==> config.mk <==
export PLATFORM = sky130hd
export DESIGN_NAME = modem_test_clock_tone_control
export DESIGN_NICKNAME = d
export VERILOG_FILES = /design/src/hdl/modem_pkg.sv /design/src/hdl/modem_test_clock_tone_control.sv /design/src/hdl/tone_nco.sv
export VERILOG_INCLUDE_DIRS = /design/src /design/src/hdl
export SDC_FILE = /design/constraint.sdc
export NUM_CORES = 1
export LEC_CHECK = 0
export BUFFER_PORTS_ARGS = -buffer_cell sky130_fd_sc_hd__buf_2
export CORE_ASPECT_RATIO = 0.9
export CORE_UTILIZATION = 60
export DETAILED_ROUTE_END_ITERATION = 7
export PLACE_DENSITY = 0.75
export RECOVER_POWER = 50
export REMOVE_ABC_BUFFERS = 1
export SYNTH_ARGS = -nofsm -noshare
export SYNTH_HDL_FRONTEND = slang
export SYNTH_SLANG_ARGS = --single-unit
==> constraint.sdc <==
create_clock -name clk_in -period 5.8 [get_ports clk_in]
set_clock_uncertainty 0.2 [all_clocks]
set_input_delay 0 -clock clk_in [delete_from_list [all_inputs] [get_ports clk_in]]
set_output_delay 0 -clock clk_in [all_outputs]
set_load 0.02 [all_outputs]
==> src/hdl/modem_cfg.svh <==
`ifndef MODEM_CFG_SVH
`define MODEM_CFG_SVH

`define CLK_HZ          100000000
`define BIT_RATE_HZ     1200
`define BIT_DIV_CYCLES  (`CLK_HZ / `BIT_RATE_HZ)

`define ADDR_GEN_RESET  8'h01
`define ADDR_SETUP      8'he0
`define ADDR_TONES      8'he1
`define ADDR_TX_DATA    8'he3
`define ADDR_RX_DATA    8'he5
`define ADDR_STATUS     8'he6

`define SETUP_RESERVED  7
`define SETUP_LOOP_HI   3
`define SETUP_LOOP_LO   2
`define SETUP_CLK_HI    1
`define SETUP_CLK_LO    0

`define TONE_RESERVED   7
`define TONE_ON         6
`define TONE_TYPE       5
`define TONE_SINGLE     4
`define TONE_CODE_HI    3
`define TONE_CODE_LO    0

`define STAT_RX_READY   0
`define STAT_TX_READY   1
`define STAT_SLEEP      2

`define SETUP_RESET     8'h00
`define TONES_RESET     8'h00

`define F_NONE   12'd0
`define F_550    12'd550
`define F_697    12'd697
`define F_770    12'd770
`define F_852    12'd852
`define F_941    12'd941
`define F_1209   12'd1209
`define F_1300   12'd1300
`define F_1336   12'd1336
`define F_1477   12'd1477
`define F_1633   12'd1633
`define F_1800   12'd1800
`define F_2100   12'd2100
`define F_2225   12'd2225

`endif

==> src/hdl/modem_pkg.sv <==
package modem_pkg;
  typedef enum logic [1:0] {
    LOOP_NONE,
    LOOP_ANALOG,
    LOOP_LOCAL_DIG,
    LOOP_REMOTE_DIG
  } loop_mode_t;

  typedef enum logic [1:0] {
    BUS_ADDR,
    BUS_WRITE,
    BUS_READ,
    BUS_IGNORE
  } bus_state_t;
endpackage

==> src/hdl/modem_test_clock_tone_control.sv <==
// Behaviour
// loopback field 00 keeps every signal path normal, no loopback.
// code 01 feeds transmit gain output to receive gain input, opens receive op-amp.
// code 10 shifts written transmit bytes at bit rate into receive buffer, flags full.
// code 11 retimes demodulated bits and sends them through the transmit path.
// clock field 01, 10, 11 select 3.6864, 7.3728, 11.0592 MHz dividers.
// clock field 00 sleeps: all but bus and ring detector off, oscillator, bias off.
// host waits at least 20 ms after leaving sleep before other commands.
// host writes zero to the top bit of the tone register.
// tone-on one outputs the tone; zero leaves output at bias.
// host sets code and type first, then tone-on; clears tone-on to stop.
// tone type one gives keypad dual tones, zero gives progress tones.
// single-tone bit zero gives dual tones, one gives a single test tone.
// keypad code picks one low and one high group frequency per the key table.
// single-tone codes 0-7 give the high tone, 8-15 the low tone.
// progress codes 0-4 give 550, 1300, 1800, 2100, 2225 Hz.
`timescale 1ns/1ns
`include "modem_cfg.svh"
module modem_test_clock_tone_control #(
  parameter int BIT_DIV = `BIT_DIV_CYCLES
) (
  input  wire logic       clk_in,
  input  wire logic       srst_in,
  input  wire logic       cbus_csn_in,
  input  wire logic       cbus_sclk_in,
  input  wire logic       cbus_cmd_in,
  output logic            cbus_reply_out,
  output logic            cbus_reply_oe_out,
  input  wire logic       rx_demod_bit_in,
  input  wire logic       rx_demod_strobe_in,
  output logic            tx_mod_bit_out,
  output logic            tx_mod_strobe_out,
  output logic            analog_loop_out,
  output logic            rx_opamp_disconnect_out,
  output logic            remote_loop_out,
  output logic [1:0]      clock_divider_ratio_out,
  output logic            deep_sleep_out,
  output logic            osc_enable_out,
  output logic            bias_connect_out,
  output logic            tone_on_out,
  output logic            tone_low_out,
  output logic            tone_high_out
);
  logic [2:0]              csn_s;
  logic [2:0]              sclk_s;
  logic [2:0]              cmd_s;
  logic                    csn_q;
  logic                    sclk_q;
  logic                    sclk_rise;
  logic                    sclk_fall;
  modem_pkg::bus_state_t   bus_state;
  logic [7:0]              shift_in;
  logic [2:0]              bit_cnt;
  logic [7:0]              wr_addr;
  logic [7:0]              reply_sh;
  logic                    read_first;
  logic [7:0]              next_byte;
  logic                    wr_strobe;
  logic                    gen_reset;
  logic                    rx_read;
  logic [7:0]              setup;
  logic [7:0]              tones;
  logic [7:0]              tx_hold;
  logic                    tx_hold_full;
  logic [7:0]              tx_shift;
  logic [3:0]              tx_cnt;
  logic [7:0]              rx_shift;
  logic [2:0]              rx_cnt;
  logic [7:0]              rx_byte;
  logic                    rx_ready;
  logic                    remote_bit;
  logic [$clog2(BIT_DIV)-1:0] div_cnt;
  logic                    bit_tick;
  logic                    sleep;
  modem_pkg::loop_mode_t   loop_mode;
  logic                    ser_valid;
  logic                    rx_bit_en;
  logic                    rx_bit;
  logic [3:0]              code;
  logic [11:0]             low_freq;
  logic [11:0]             high_freq;

  // pin inputs: three flops; select and clock levels count once stages two and three agree, command is taken from stage three
  always_ff @(posedge clk_in) begin
    if (srst_in) begin
      csn_s  <= 3'h7;
      sclk_s <= 3'h0;
      cmd_s  <= 3'h0;
      csn_q  <= 1'b1;
      sclk_q <= 1'b0;
    end else begin
      csn_s  <= {csn_s[1:0], cbus_csn_in};
      sclk_s <= {sclk_s[1:0], cbus_sclk_in};
      cmd_s  <= {cmd_s[1:0], cbus_cmd_in};
      if (csn_s[1] == csn_s[2]) begin
        csn_q <= csn_s[2];
      end
      if (sclk_s[1] == sclk_s[2]) begin
        sclk_q <= sclk_s[2];
      end
    end
  end

  assign sclk_rise = (sclk_s[1] == sclk_s[2]) && sclk_s[2] && !sclk_q && !csn_q;
  assign sclk_fall = (sclk_s[1] == sclk_s[2]) && !sclk_s[2] && sclk_q && !csn_q;
  assign next_byte = {shift_in[6:0], cmd_s[2]};

  // serial control bus: one address byte, then one byte written or read
  always_ff @(posedge clk_in) begin
    if (srst_in || csn_q) begin
      bus_state  <= modem_pkg::BUS_ADDR;
      bit_cnt    <= 3'h0;
      shift_in   <= 8'h00;
      wr_addr    <= 8'h00;
      reply_sh   <= 8'h00;
      read_first <= 1'b0;
      wr_strobe  <= 1'b0;
      gen_reset  <= 1'b0;
      rx_read    <= 1'b0;
    end else begin
      wr_strobe <= 1'b0;
      gen_reset <= 1'b0;
      rx_read   <= 1'b0;
      if (sclk_rise) begin
        shift_in <= next_byte;
        bit_cnt  <= bit_cnt + 3'h1;
        if (bit_cnt == 3'h7) begin
          case (bus_state)
            modem_pkg::BUS_ADDR: begin
              wr_addr <= next_byte;
              case (next_byte)
                `ADDR_GEN_RESET: begin
                  gen_reset <= 1'b1;
                  bus_state <= modem_pkg::BUS_IGNORE;
                end
                `ADDR_SETUP, `ADDR_TONES, `ADDR_TX_DATA: begin
                  bus_state <= modem_pkg::BUS_WRITE;
                end
                `ADDR_RX_DATA: begin
                  reply_sh   <= rx_byte;
                  rx_read    <= 1'b1;
                  read_first <= 1'b1;
                  bus_state  <= modem_pkg::BUS_READ;
                end
                `ADDR_STATUS: begin
                  reply_sh   <= {5'h00, sleep, ~tx_hold_full, rx_ready};
                  read_first <= 1'b1;
                  bus_state  <= modem_pkg::BUS_READ;
                end
                default: begin
                  bus_state <= modem_pkg::BUS_IGNORE;
                end
              endcase
            end
            modem_pkg::BUS_WRITE: begin
              wr_strobe <= 1'b1;
              bus_state <= modem_pkg::BUS_IGNORE;
            end
            modem_pkg::BUS_READ: begin
              // last reply bit must still stand while its clock is high
              bus_state <= modem_pkg::BUS_READ;
            end
            default: begin
              bus_state <= modem_pkg::BUS_IGNORE;
            end
          endcase
        end
      end
      // reply bit changes on the falling clock so it is stable while clock is high
      if (sclk_fall && bus_state == modem_pkg::BUS_READ) begin
        if (read_first) begin
          read_first <= 1'b0;
        end else begin
          reply_sh <= {reply_sh[6:0], 1'b0};
        end
      end
    end
  end

  assign cbus_reply_out    = reply_sh[7];
  assign cbus_reply_oe_out = (bus_state == modem_pkg::BUS_READ) && !csn_q;

  // write-only control registers; the bus stays alive in sleep
  always_ff @(posedge clk_in) begin
    if (srst_in || gen_reset) begin
      setup <= `SETUP_RESET;
      tones <= `TONES_RESET;
    end else if (wr_strobe) begin
      if (wr_addr == `ADDR_SETUP) begin
        setup <= shift_in;
      end
      if (wr_addr == `ADDR_TONES) begin
        tones <= shift_in;
      end
    end
  end

  assign sleep = (setup[`SETUP_CLK_HI:`SETUP_CLK_LO] == 2'b00);

  always_comb begin
    case (setup[`SETUP_LOOP_HI:`SETUP_LOOP_LO])
      2'b01:   loop_mode = modem_pkg::LOOP_ANALOG;
      2'b10:   loop_mode = modem_pkg::LOOP_LOCAL_DIG;
      2'b11:   loop_mode = modem_pkg::LOOP_REMOTE_DIG;
      default: loop_mode = modem_pkg::LOOP_NONE;
    endcase
  end

  always_ff @(posedge clk_in) begin
    if (srst_in) begin
      analog_loop_out         <= 1'b0;
      rx_opamp_disconnect_out <= 1'b0;
      remote_loop_out         <= 1'b0;
      clock_divider_ratio_out <= 2'b00;
      deep_sleep_out          <= 1'b1;
      osc_enable_out          <= 1'b0;
      bias_connect_out        <= 1'b0;
    end else begin
      analog_loop_out         <= !sleep && loop_mode == modem_pkg::LOOP_ANALOG;
      rx_opamp_disconnect_out <= !sleep && loop_mode == modem_pkg::LOOP_ANALOG;
      remote_loop_out         <= !sleep && loop_mode == modem_pkg::LOOP_REMOTE_DIG;
      clock_divider_ratio_out <= setup[`SETUP_CLK_HI:`SETUP_CLK_LO];
      deep_sleep_out          <= sleep;
      osc_enable_out          <= !sleep;
      bias_connect_out        <= !sleep;
    end
  end

  // bit-rate enable; held still in sleep since the oscillator is stopped
  always_ff @(posedge clk_in) begin
    if (srst_in || sleep) begin
      div_cnt <= '0;
    end else if (div_cnt == ($clog2(BIT_DIV))'(BIT_DIV - 1)) begin
      div_cnt <= '0;
    end else begin
      div_cnt <= div_cnt + 1'b1;
    end
  end

  assign bit_tick  = !sleep && (div_cnt == ($clog2(BIT_DIV))'(BIT_DIV - 1));
  assign ser_valid = bit_tick && (tx_cnt != 4'h0);

  // double-buffered transmit byte, sent msb first at the bit rate
  always_ff @(posedge clk_in) begin
    if (srst_in || gen_reset) begin
      tx_hold      <= 8'h00;
      tx_hold_full <= 1'b0;
      tx_shift     <= 8'h00;
      tx_cnt       <= 4'h0;
    end else begin
      if (bit_tick && tx_cnt == 4'h0 && tx_hold_full) begin
        tx_shift     <= tx_hold;
        tx_cnt       <= 4'h8;
        tx_hold_full <= 1'b0;
      end else if (ser_valid) begin
        tx_shift <= {tx_shift[6:0], 1'b0};
        tx_cnt   <= tx_cnt - 4'h1;
      end
      if (wr_strobe && wr_addr == `ADDR_TX_DATA) begin
        tx_hold      <= shift_in;
        tx_hold_full <= 1'b1;
      end
    end
  end

  always_ff @(posedge clk_in) begin
    if (srst_in) begin
      remote_bit <= 1'b0;
    end else if (rx_demod_strobe_in) begin
      remote_bit <= rx_demod_bit_in;
    end
  end

  always_ff @(posedge clk_in) begin
    if (srst_in) begin
      tx_mod_bit_out    <= 1'b0;
      tx_mod_strobe_out <= 1'b0;
    end else if (loop_mode == modem_pkg::LOOP_REMOTE_DIG) begin
      tx_mod_bit_out    <= remote_bit;
      tx_mod_strobe_out <= bit_tick;
    end else begin
      tx_mod_bit_out    <= ser_valid ? tx_shift[7] : tx_mod_bit_out;
      tx_mod_strobe_out <= ser_valid && loop_mode != modem_pkg::LOOP_LOCAL_DIG;
    end
  end

  // local digital loop takes the serialiser, otherwise the demodulator feeds the buffer
  assign rx_bit_en = (loop_mode == modem_pkg::LOOP_LOCAL_DIG) ? ser_valid :
                     (!sleep && rx_demod_strobe_in);
  assign rx_bit    = (loop_mode == modem_pkg::LOOP_LOCAL_DIG) ? tx_shift[7] : rx_demod_bit_in;

  always_ff @(posedge clk_in) begin
    if (srst_in || gen_reset) begin
      rx_shift <= 8'h00;
      rx_cnt   <= 3'h0;
      rx_byte  <= 8'h00;
      rx_ready <= 1'b0;
    end else begin
      if (rx_read) begin
        rx_ready <= 1'b0;
      end
      if (rx_bit_en) begin
        rx_shift <= {rx_shift[6:0], rx_bit};
        rx_cnt   <= rx_cnt + 3'h1;
        if (rx_cnt == 3'h7) begin
          rx_byte  <= {rx_shift[6:0], rx_bit};
          rx_ready <= 1'b1;
        end
      end
    end
  end

  assign code = tones[`TONE_CODE_HI:`TONE_CODE_LO];

  function automatic logic [11:0] dtmf_low(input logic [3:0] c);
    case (c)
      4'h1, 4'h2, 4'h3, 4'hd: dtmf_low = `F_697;
      4'h4, 4'h5, 4'h6, 4'he: dtmf_low = `F_770;
      4'h7, 4'h8, 4'h9, 4'hf: dtmf_low = `F_852;
      default:                dtmf_low = `F_941;
    endcase
  endfunction

  function automatic logic [11:0] dtmf_high(input logic [3:0] c);
    case (c)
      4'h1, 4'h4, 4'h7, 4'hb: dtmf_high = `F_1209;
      4'h2, 4'h5, 4'h8, 4'ha: dtmf_high = `F_1336;
      4'h3, 4'h6, 4'h9, 4'hc: dtmf_high = `F_1477;
      default:                dtmf_high = `F_1633;
    endcase
  endfunction

  function automatic logic [11:0] progress_freq(input logic [3:0] c);
    case (c)
      4'h0:    progress_freq = `F_550;
      4'h1:    progress_freq = `F_1300;
      4'h2:    progress_freq = `F_1800;
      4'h3:    progress_freq = `F_2100;
      4'h4:    progress_freq = `F_2225;
      default: progress_freq = `F_NONE;
    endcase
  endfunction

  // codes without a defined progress tone give silence rather than a guess
  always_comb begin
    low_freq  = `F_NONE;
    high_freq = `F_NONE;
    if (!tones[`TONE_TYPE]) begin
      low_freq = progress_freq(code);
    end else if (!tones[`TONE_SINGLE]) begin
      low_freq  = dtmf_low(code);
      high_freq = dtmf_high(code);
    end else if (!code[3]) begin
      high_freq = dtmf_high(code);
    end else begin
      low_freq = dtmf_low(code);
    end
  end

  always_ff @(posedge clk_in) begin
    if (srst_in) begin
      tone_on_out <= 1'b0;
    end else begin
      tone_on_out <= tones[`TONE_ON] && !sleep;
    end
  end

  tone_nco #(
    .CLK_HZ (`CLK_HZ)
  ) u_low_tone (
    .clk_in     (clk_in),
    .srst_in    (srst_in),
    .enable_in  (tone_on_out && low_freq != `F_NONE),
    .freq_hz_in (low_freq),
    .wave_out   (tone_low_out)
  );

  tone_nco #(
    .CLK_HZ (`CLK_HZ)
  ) u_high_tone (
    .clk_in     (clk_in),
    .srst_in    (srst_in),
    .enable_in  (tone_on_out && high_freq != `F_NONE),
    .freq_hz_in (high_freq),
    .wave_out   (tone_high_out)
  );
endmodule

==> src/hdl/tone_nco.sv <==
`timescale 1ns/1ns
module tone_nco #(
  parameter int CLK_HZ = 100000000
) (
  input  wire logic        clk_in,
  input  wire logic        srst_in,
  input  wire logic        enable_in,
  input  wire logic [11:0] freq_hz_in,
  output logic             wave_out
);
  localparam logic [26:0] MOD  = 27'(CLK_HZ);
  localparam logic [26:0] HALF = 27'(CLK_HZ / 2);

  logic [26:0] acc;
  logic [26:0] next_acc;

  // modulo-clock accumulator gives exact frequency with no divider
  always_comb begin
    next_acc = acc + 27'(freq_hz_in);
    if (next_acc >= MOD) begin
      next_acc = next_acc - MOD;
    end
  end

  always_ff @(posedge clk_in) begin
    if (srst_in || !enable_in) begin
      acc      <= 27'h0;
      wave_out <= 1'b0;
    end else begin
      acc      <= next_acc;
      wave_out <= (acc >= HALF);
    end
  end
endmodule

==> reports/summary.txt, run 1 <==
Final Hold Fails: 0
R2R Path End: u_high_tone.acc[24]
count of final setup violators: 0
CP startpoint kind: flip-flop
Synth Area in Compound Gates: 0.1967
All-Layer GR Usage: 0.2631
vias: 8,715
GRT Residual Overflow: 0
Slew Limit Headroom: -0.8494
Async S/R FF share, synth: 0
post-route ant nets: 0
Starting Density: 0.6147
HP Start: csn_s[0]
Netlist cell types: 99
commonest cells after routing, fill and taps aside: dfxtp_1 (192), nor2_1 (131), nand2_1 (131)
CTS H-tree lvls: 4
first-pass GRT wire length: 38.46 mm
DIE HEIGHT: 127.0 µm
die area: 17,890 µm²
Worst Path Buf+Inv: 1
post-DP HPWL: 15.76 mm
Worst-Skew Late Latency: 0.44 ns
setup slack, reg-to-reg: 0.47 ns
Worst-path clk slew: 0.08 ns
WP data required: 5.89 ns
hold slack final: 0.2230 ns
CTS sink count: 192
final-report max-slew violation count: 102
RSZ-0062 raised after global routing: no
YS warnings: 0
Least-Margin Pin Slew: 2.774 ns
flops & latches, synth: 192
fraction of the mapped netlist area in simple logic gates: 0.2473
largest family of logic cells by synthesized area: simple AND/OR/NAND/NOR gates
maximum vdd drop: 0.2076 mV
outcome: complete, but fails checks
post-cts hold buffer count: 11
Min-Delay Path Class: reg2reg
Mapped Cells: 1,237
post-synthesis to final-layout area growth: 8.792%
dominant synthesized flop cell: dfxtp_1
CTS Buffer Depth: 2
worst reg2reg startpoint: tones[5]
Die W: 140.9 µm
XOR/XNOR Fraction of Synth Area: 0.06053
CP Capture Type: flip-flop
vias in the first global route: 8,075
hold endpoint: csn_s[1]
worst path arrival time: 5.42 ns
pwr dens: 227.1 nW/µm²
fin crit share: 0.9191
sequential fraction of the synthesis area: 0.3690
CTS root buffer: clkbuf_16
# port buffers: 21
cells on worst reg2reg path: 17
RePlAce Congestion: 0.9131
# diodes: 0
fin nets: 1,292
Total Wirelength: 22.64 mm
sequence of cells on the critical path: a21boi_0, buf_4, and2_1, ha_1, o21ai_0, a221oi_1, nor2_1, xor2_1, ha_1, or4b_2, nor3_1, nand3_1, nor4_1, and4bb_2, o311a_1, nand4_1, nor3b_2
min cycle time layout: 5.331 ns
Most common cell on crit path: ha_1
Setup Buffers After CTS: 0
Via density: 5.857
setup TNS: 0 ns
CP Class: reg2reg
# resized after CTS: 0
wire per inst: 15.21 µm
Max Clk Rate: 0.1876 GHz
max_cap viols: 3
antenna violations before repair: 0
synthesized area: 10,420 µm²
Inserted Clock Buffers: 17
Leak: 3.962 nW
failing checks: capacitance limit, slew limit
share of cells above drive strength 1: 0.07502
largest delay contributor family on the critical path: simple AND/OR/NAND/NOR gates
Core Region: 16,950 µm²
DP Worst Slack: 0.6131 ns
slowest CP cell: o311a_1
std cell rows: 45
CP max stage delay: 0.61 ns
TritonCTS clock tree: built
First DRT Iteration DRCs: 594
crit-path max FO: 20
post-synthesis mux area share: 0.03483
Hold Path Stages: 1
first drt pass iteration count: 6
Post-route DRC: 0
Avg Inst Size Synth: 8.422 µm²
number of synthesized flops with an enable pin: 0
most common cell after layout, fill and taps aside: dfxtp_1
Synth Area in Adders: 0.05477
final worst slack: 0.4693 ns
io pins: 22
largest net degree at the start of global routing: 54
==> report_power, final <==
group | switching (W) | internal (W) | leakage, nW
logic | 0.0000113 | 0.00000931 | 2.11
clock network | 0.000599 | 0.000633 | 0.305
registers | 0.00000139 | 0.00132 | 1.55
==> cell families after synthesis <==
group / Yosys count
AND/OR/NAND/NOR: 513
AO/OA/AOI/OAI: 290
flip-flops: 192
buffers and inverters: 92
XOR/XNOR: 72
adder cells (fa/ha/maj): 45
multiplexers: 33
==> sequential cells by signal, indices dropped and copies added, names as in the netlist, 8 cells and up, named ones only <==
signal           count
tx_shift             8
wr_addr              8
reply_sh             8
div_cnt             17
shift_in             8
rx_byte              8
u_high_tone.acc     27
tx_hold              8
u_low_tone.acc      27
==> layout make-up <==
class	count	area (µm²)
well taps	235	294.0
clock inverters	15	212.7
inverters	39	146.4
repair buffers	37	225.2
multi-input cells	953	6186
clock buffers	17	425.4
fillers	1406	5614
flip-flops and latches	192	3844
==> synthesized netlist by cell type (7+ instances only) <==
cell type	count	area [µm²]
nand3_1	48	240.2
nand2b_1	7	43.79
xor2_1	27	236.5
or2_2	13	81.33
a21oi_1	100	500.5
clkbuf_1	36	135.1
nor2_1	131	491.7
nand4_1	16	100.1
a31oi_1	10	62.56
inv_1	38	142.6
o31ai_1	7	52.55
nor3b_1	9	67.56
nand2_1	131	491.7
ha_1	44	550.5
dfxtp_1	192	3844
xnor2_1	45	394.1
nor3_1	33	165.2
o21ai_0	31	155.2
or3_1	10	62.56
a21o_1	16	120.1
nor2b_1	22	137.6
a211oi_1	25	187.7
mux2i_1	28	280.3
and2_1	27	168.9
buf_2	7	35.03
a22oi_1	15	112.6
and3_1	24	150.1
==> metal layers <==
metal	up-vias	global-route usage	wire [µm]
met5	-	0	0
met4	0	0.07801	280
met3	23	0.03973	851
met2	184	0.4343	10640
met1	4078	0.3573	10860
li1	4430	-	-
==> metrics by stage <==
step / util / instance area [µm²] / cells / power (W)
3_3_place_gp: 0.6272 / 10630 / 1445 / 0.001367
3_5_place_dp: 0.6272 / 10630 / 1445 / 0.001367
4_1_cts: 0.6714 / 11380 / 1488 / 0.002588
5_1_grt: 0.6687 / 11330 / 1488 / 0.002661
6_report: 0.6687 / 11330 / 1488 / 0.002574
2_1_floorplan: - / 10180 / 1184 / 0.001360
==> worst max-delay path by stage <==
stage | from | to | depth (start not counted)
6_report | tones[5] | u_high_tone.acc[24] | 17
5_1_grt | tones[5] | u_high_tone.acc[24] | 17
4_1_cts | tones[5] | u_high_tone.acc[24] | 17
3_5_place_dp | tones[5] | u_high_tone.acc[24] | 17
3_3_place_gp | tones[5] | u_high_tone.acc[24] | 17
2_1_floorplan | tones[5] | u_high_tone.acc[24] | 18
(Power assumes the default switching activity.)
==> run 2, diff against run 1 <==
--- a/config.mk
+++ b/config.mk
@@ -6,6 +6,7 @@
 export SDC_FILE = /design/constraint.sdc
 export NUM_CORES = 1
 export LEC_CHECK = 0
+export ABC_AREA = 1
 export BUFFER_PORTS_ARGS = -buffer_cell sky130_fd_sc_hd__buf_2
 export CORE_ASPECT_RATIO = 0.9
 export CORE_UTILIZATION = 60
==> constraint.sdc (replaced) <==
create_clock -name clk_in -period 5.8 [get_ports clk_in]
set_clock_uncertainty 0.2 [all_clocks]
set_input_delay 1.16 -clock clk_in [delete_from_list [all_inputs] [get_ports clk_in]]
set_output_delay 1.16 -clock clk_in [all_outputs]
set_load 0.02 [all_outputs]
==> reports/summary.txt, run 2 <==
fin nets: 1,874
pwr dens: 202.9 nW/µm²
Worst Path Buf+Inv: 2
Worst path depth: 26
Min-Delay Path Class: reg2reg
post-synthesis to final-layout area growth: 7.265%
Core Region: 18,580 µm²
Finished Layout Cells: 2,080
setup TNS: 0 ns
hold slack final: 0.2078 ns
wire per inst: 13.78 µm
Comb pwr share: 0.008
R2R Path End: u_high_tone.acc[23]
First DRT Iteration DRCs: 914
Worst-Skew Late Latency: 0.43 ns
worst path arrival time: 4.83 ns
RePlAce Congestion: 0.9830
TritonCTS clock tree: built
max_cap viols: 0
sequential fraction of the synthesis area: 0.3341
post-synth top area cell: dfxtp_1
# diodes: 0
Final Hold Fails: 0
switch share: 0.2379
CTS root buffer: clkbuf_16
maximum vdd drop: 0.2171 mV
CP max stage delay: 0.45 ns
antenna violations before repair: 0
Worst-path clk slew: 0.08 ns
Largest regs: u_high_tone.acc x27, u_low_tone.acc x27, div_cnt x17
All-Layer GR Usage: 0.2921
commonest cells after routing, fill and taps aside: nand2_1 (472), inv_1 (272), nor2_1 (244)
Starting Density: 0.6191
vias: 11,304
Post-route DRC: 0
crit-path max FO: 31
share of cells above drive strength 1: 0.05777
vias in the first global route: 9,815
post-route ant nets: 0
synthesized area: 11,500 µm²
P_sw: 0.0005955 W
worst reg2reg startpoint: tones[5]
top cell type's share of synthesized area: 0.3341
number of synthesized flops with an enable pin: 0
Inserted Clock Buffers: 17
Slew Limit Headroom: 0.08183
RSZ-0062 raised after global routing: no
DIE HEIGHT: 133.4 µm
die area: 19,730 µm²
YS warnings: 0
count of final setup violators: 0
CP Class: reg2reg
most frequent cells after synthesis: nand2_1 (472), inv_1 (272), nor2_1 (245)
most common cell after layout, fill and taps aside: nand2_1
first drt pass iteration count: 5
CTS sink count: 192
io pins: 22
Synth area leaders: dfxtp_1 (33%), nand2_1 (15%), inv_1 (8.9%)
beginning of the critical path: tones[5]
Post-Place Cells: 2,048
# resized after CTS: 0
dominant synthesized flop cell: dfxtp_1
final-report max-slew violation count: 0
CTS H-tree lvls: 4
Async S/R FF share, synth: 0
post-DP HPWL: 22.20 mm
fin crit share: 0.8115
post-cts hold buffer count: 0
min cycle time layout: 4.707 ns
outcome: finished clean
Most common cell on crit path: nor2_1
WP data required: 5.93 ns
placed instance area: 11,790 µm²
first-pass GRT wire length: 46.72 mm
Netlist cell types: 53
setup slack, reg-to-reg: 1.09 ns
std cell rows: 47
Setup Buffers After CTS: 0
clock power share: 0.464
Core Util, Final: 0.6641
CTS Buffer Depth: 2
CP Capture Type: flip-flop
Total Wirelength: 28.66 mm
internal power: 0.001908 W
# port buffers: 21
cells on worst reg2reg path: 26
Mapped Cells: 1,806
Leak: 5.443 nW
largest net degree at the start of global routing: 37
GRT Residual Overflow: 0
Avg Inst Size Synth: 6.370 µm²
Sequential Power Share: 0.528
Design Area, Final: 12,340 µm²
Worst Setup EP: u_high_tone.acc[23]
CP startpoint kind: flip-flop
Die W: 148.0 µm
most common cell in the netlist: nand2_1
Max Clk Rate: 0.2125 GHz
Via density: 5.435
flops & latches, synth: 192
slowest CP cell: dfxtp_1
Least-Margin Pin Slew: 1.377 ns
largest delay contributor family on the critical path: simple AND/OR/NAND/NOR gates
-- run 2: cell count changes after synthesis, moves of 28 or more --
cell     delta
xnor2_1    -43
o21ai_0    +49
nor2_1    +114
inv_1     +234
nand2_1   +341
nand3_1    +79
mux2i_1    -28
-- run 2: per-layer routing --
layer,track usage,routed length [µm]
met4,0.05498,266
met2,0.4259,11720
met3,0.07877,2755
met5,0,0
met1,0.4301,13920
-- run 2: power groups by stage --
stage          Clock, W  Combinational [W]  Sequential (W)
2_1_floorplan         0          0.0000109         0.00135
3_3_place_gp          0          0.0000201         0.00135
3_5_place_dp          0          0.0000202         0.00135
4_1_cts         0.00118          0.0000201         0.00132
5_1_grt         0.00123          0.0000228         0.00132
6_report        0.00116          0.0000198         0.00132
-- run 2: cells by family (layout without fill, tap and decap cells) --
logic type	count (synthesis)	after routing	share of synthesized area
flops	192	192	0.3341
compound gates	246	246	0.1192
buf+inv	310	339	0.1061
simple gates	1002	1002	0.3826
xor+xnor	11	11	0.008375
fa+ha+maj	45	45	0.04959
-- run 2: tightest hold or removal path, delay by kind of cell (launching register included) --
family,cells,cell delay (ns)
flops,1,0.31
buf+inv,1,0.04
simple gates,1,0.03
-- run 2: worst min path at each step --
stage / start / end / cells past startpoint / slack [ns]
final: cmd_s[0] / cmd_s[1] / 2 / 0.21
after global routing: cmd_s[0] / cmd_s[1] / 2 / 0.23
after CTS: cmd_s[0] / cmd_s[1] / 2 / 0.21
after detailed placement: cmd_s[0] / cmd_s[1] / 2 / 0.20
after global placement: cmd_s[0] / cmd_s[1] / 2 / 0.19
after floorplan: cmd_s[0] / cmd_s[1] / 2 / 0.19
-- run 2: cell type report --
class / count / area, µm²
fillers: 1750 / 6242
clock buffers: 18 / 429.2
repair buffers: 25 / 100.1
flip-flops and latches: 192 / 3844
clock inverters: 14 / 165.2
well taps: 245 / 306.5
multi-input cells: 1304 / 6437
inverters: 282 / 1059
-- run 2: metrics by stage --
| step | total power (W) | setup WS, ns |
|---|---|---|
| floorplan | 0.001363 | 1.579 |
| global placement | 0.001373 | 1.273 |
| detailed placement | 0.001373 | 1.208 |
| CTS | 0.002522 | 1.141 |
| global route | 0.002576 | 0.6387 |
| finish | 0.002503 | 1.093 |
==> run 3, diff against run 2 <==
==> constraint.sdc (replaced) <==
create_clock -name clk_in -period 4.8 [get_ports clk_in]
set_clock_uncertainty 0.2 [all_clocks]
set_input_delay 0.96 -clock clk_in [delete_from_list [all_inputs] [get_ports clk_in]]
set_output_delay 0.96 -clock clk_in [all_outputs]
set_load 0.02 [all_outputs]
==> reports/summary.txt, run 3 (synthesis results as in run 2) <==
io pins: 22
Leak: 5.486 nW
first-pass GRT wire length: 48.33 mm
post-cts hold buffer count: 0
vias: 11,305
Filler cells: 1,692
max_cap viols: 0
CP Class: reg2reg
Least-Margin Pin Slew: 1.387 ns
post-synthesis to final-layout area growth: 7.721%
CTS sink count: 192
DP Worst Slack: 0.1223 ns
Worst-path clk slew: 0.08 ns
Max Clk Rate: 0.2280 GHz
most common cell after layout, fill and taps aside: nand2_1
TritonCTS clock tree: built
Slew Limit Headroom: 0.07527
Worst-Skew Late Latency: 0.44 ns
outcome: finished clean
RePlAce Congestion: 0.9605
Final Hold Fails: 0
worst path arrival time: 4.54 ns
antenna violations before repair: 0
vias in the first global route: 10,164
Finished Layout Cells: 2,083
Via density: 5.427
final-report max-slew violation count: 0
Total Wirelength: 29.38 mm
setup TNS: 0 ns
Post-Place Cells: 2,050
std cell rows: 47
pwr dens: 246.9 nW/µm²
Die W: 148.0 µm
fin nets: 1,877
CTS Buffer Depth: 2
Min-Delay Path Class: reg2reg
Core Util, Final: 0.6669
wire per inst: 14.10 µm
post-route ant nets: 0
Post-route DRC: 0
Inserted Clock Buffers: 17
Starting Density: 0.6191
CTS H-tree lvls: 4
count of final setup violators: 0
die area: 19,730 µm²
Core Region: 18,580 µm²
fin crit share: 0.9138
first drt pass iteration count: 6
DIE HEIGHT: 133.4 µm
largest net degree at the start of global routing: 37
share of cells above drive strength 1: 0.06094
WP data required: 4.96 ns
Largest regs: u_high_tone.acc x27, u_low_tone.acc x27, div_cnt x17
CP Capture Type: flip-flop
crit-path max FO: 16
final worst slack: 0.4136 ns
maximum vdd drop: 0.2619 mV
RSZ-0062 raised after global routing: no
# port buffers: 21
hold slack final: 0.2116 ns
GRT Residual Overflow: 0
min cycle time layout: 4.386 ns
# diodes: 0
First DRT Iteration DRCs: 924
CP startpoint kind: flip-flop
commonest cells after routing, fill and taps aside: nand2_1 (472), inv_1 (272), nor2_1 (244)
CTS root buffer: clkbuf_16
post-DP HPWL: 22.34 mm
All-Layer GR Usage: 0.3044
-- run 3: changes by cell type in the layout (fill, tap and decap cells not counted), moves of 2 or more --
cell and change:
buf_4 +2, clkbuf_1 -2, clkinv_8 +2, inv_8 -2
-- run 3: final timing paths --
kind | slack [ns] | to | startpoint | depth (start not counted)
worst max-delay path | 0.41 | u_high_tone.acc[15] | tones[5] | 25
worst max register to register | 0.41 | u_high_tone.acc[15] | tones[5] | 25
worst min-delay path | 0.21 | sclk_s[1] | sclk_s[0] | 2
worst min register to register | 0.21 | sclk_s[1] | sclk_s[0] | 2
-- run 3: worst max-delay path, cell delays in order (launching register included) --
cell      delay (ns)
dfxtp_1         0.45
inv_1           0.18
a21oi_2         0.23
inv_2           0.12
nor2_1          0.23
ha_1            0.34
nand2_1         0.14
nor2_1          0.05
nor2_1          0.11
nand2_2         0.10
nand2_1         0.09
nand3b_1        0.10
nand2_2         0.15
ha_1            0.22
nand3_1         0.09
nor2_1          0.10
nand3_1         0.08
nor2_1          0.13
nand2_1         0.13
nor2_1          0.13
nand3b_1        0.09
nor2_1          0.14
nand2_2         0.17
nand3_4         0.22
nand2_1         0.14
a21oi_1         0.16
-- run 3: power breakdown --
group	leakage, nW	switching [W]	internal [W]
Combinational	3.64	0.0000172	0.00000683
Clock	0.293	0.000728	0.000712
Sequential	1.55	0.00000164	0.00159
-- run 3: timing repair --
item,4_1_cts,5_1_grt
setup endpoints to repair,0,19
buffers inserted,0,0
gates resized for setup,0,3
-- run 3: cell type report --
| type | count | area, µm² | area share |
|---|---|---|---|
| clock buffers | 17 | 425.4 | 0.03433 |
| flip-flops and latches | 192 | 3844 | 0.3101 |
| inverters | 282 | 1059 | 0.08541 |
| multi-input cells | 1305 | 6454 | 0.5207 |
| clock inverters | 15 | 188.9 | 0.01524 |
| well taps | 245 | 306.5 | 0.02474 |
| repair buffers | 27 | 116.4 | 0.009389 |
-- run 3: metal layers --
| metal | GRT usage | up-vias | wire (µm) |
|---|---|---|---|
| met4 | 0.06701 | 0 | 280 |
| li1 | - | 5819 | - |
| met1 | 0.4472 | 5039 | 14290 |
| met2 | 0.4502 | 427 | 12000 |
| met5 | 0 | - | 0 |
| met3 | 0.06952 | 20 | 2810 |
-- run 3: metrics by stage --
stage          cell area (µm²)  power (W)
4_1_cts                  12420   0.003091
3_5_place_dp             11800   0.001659
5_1_grt                  12390   0.003156
2_1_floorplan            11340   0.001647
6_report                 12390   0.003060
3_3_place_gp             11800   0.001659
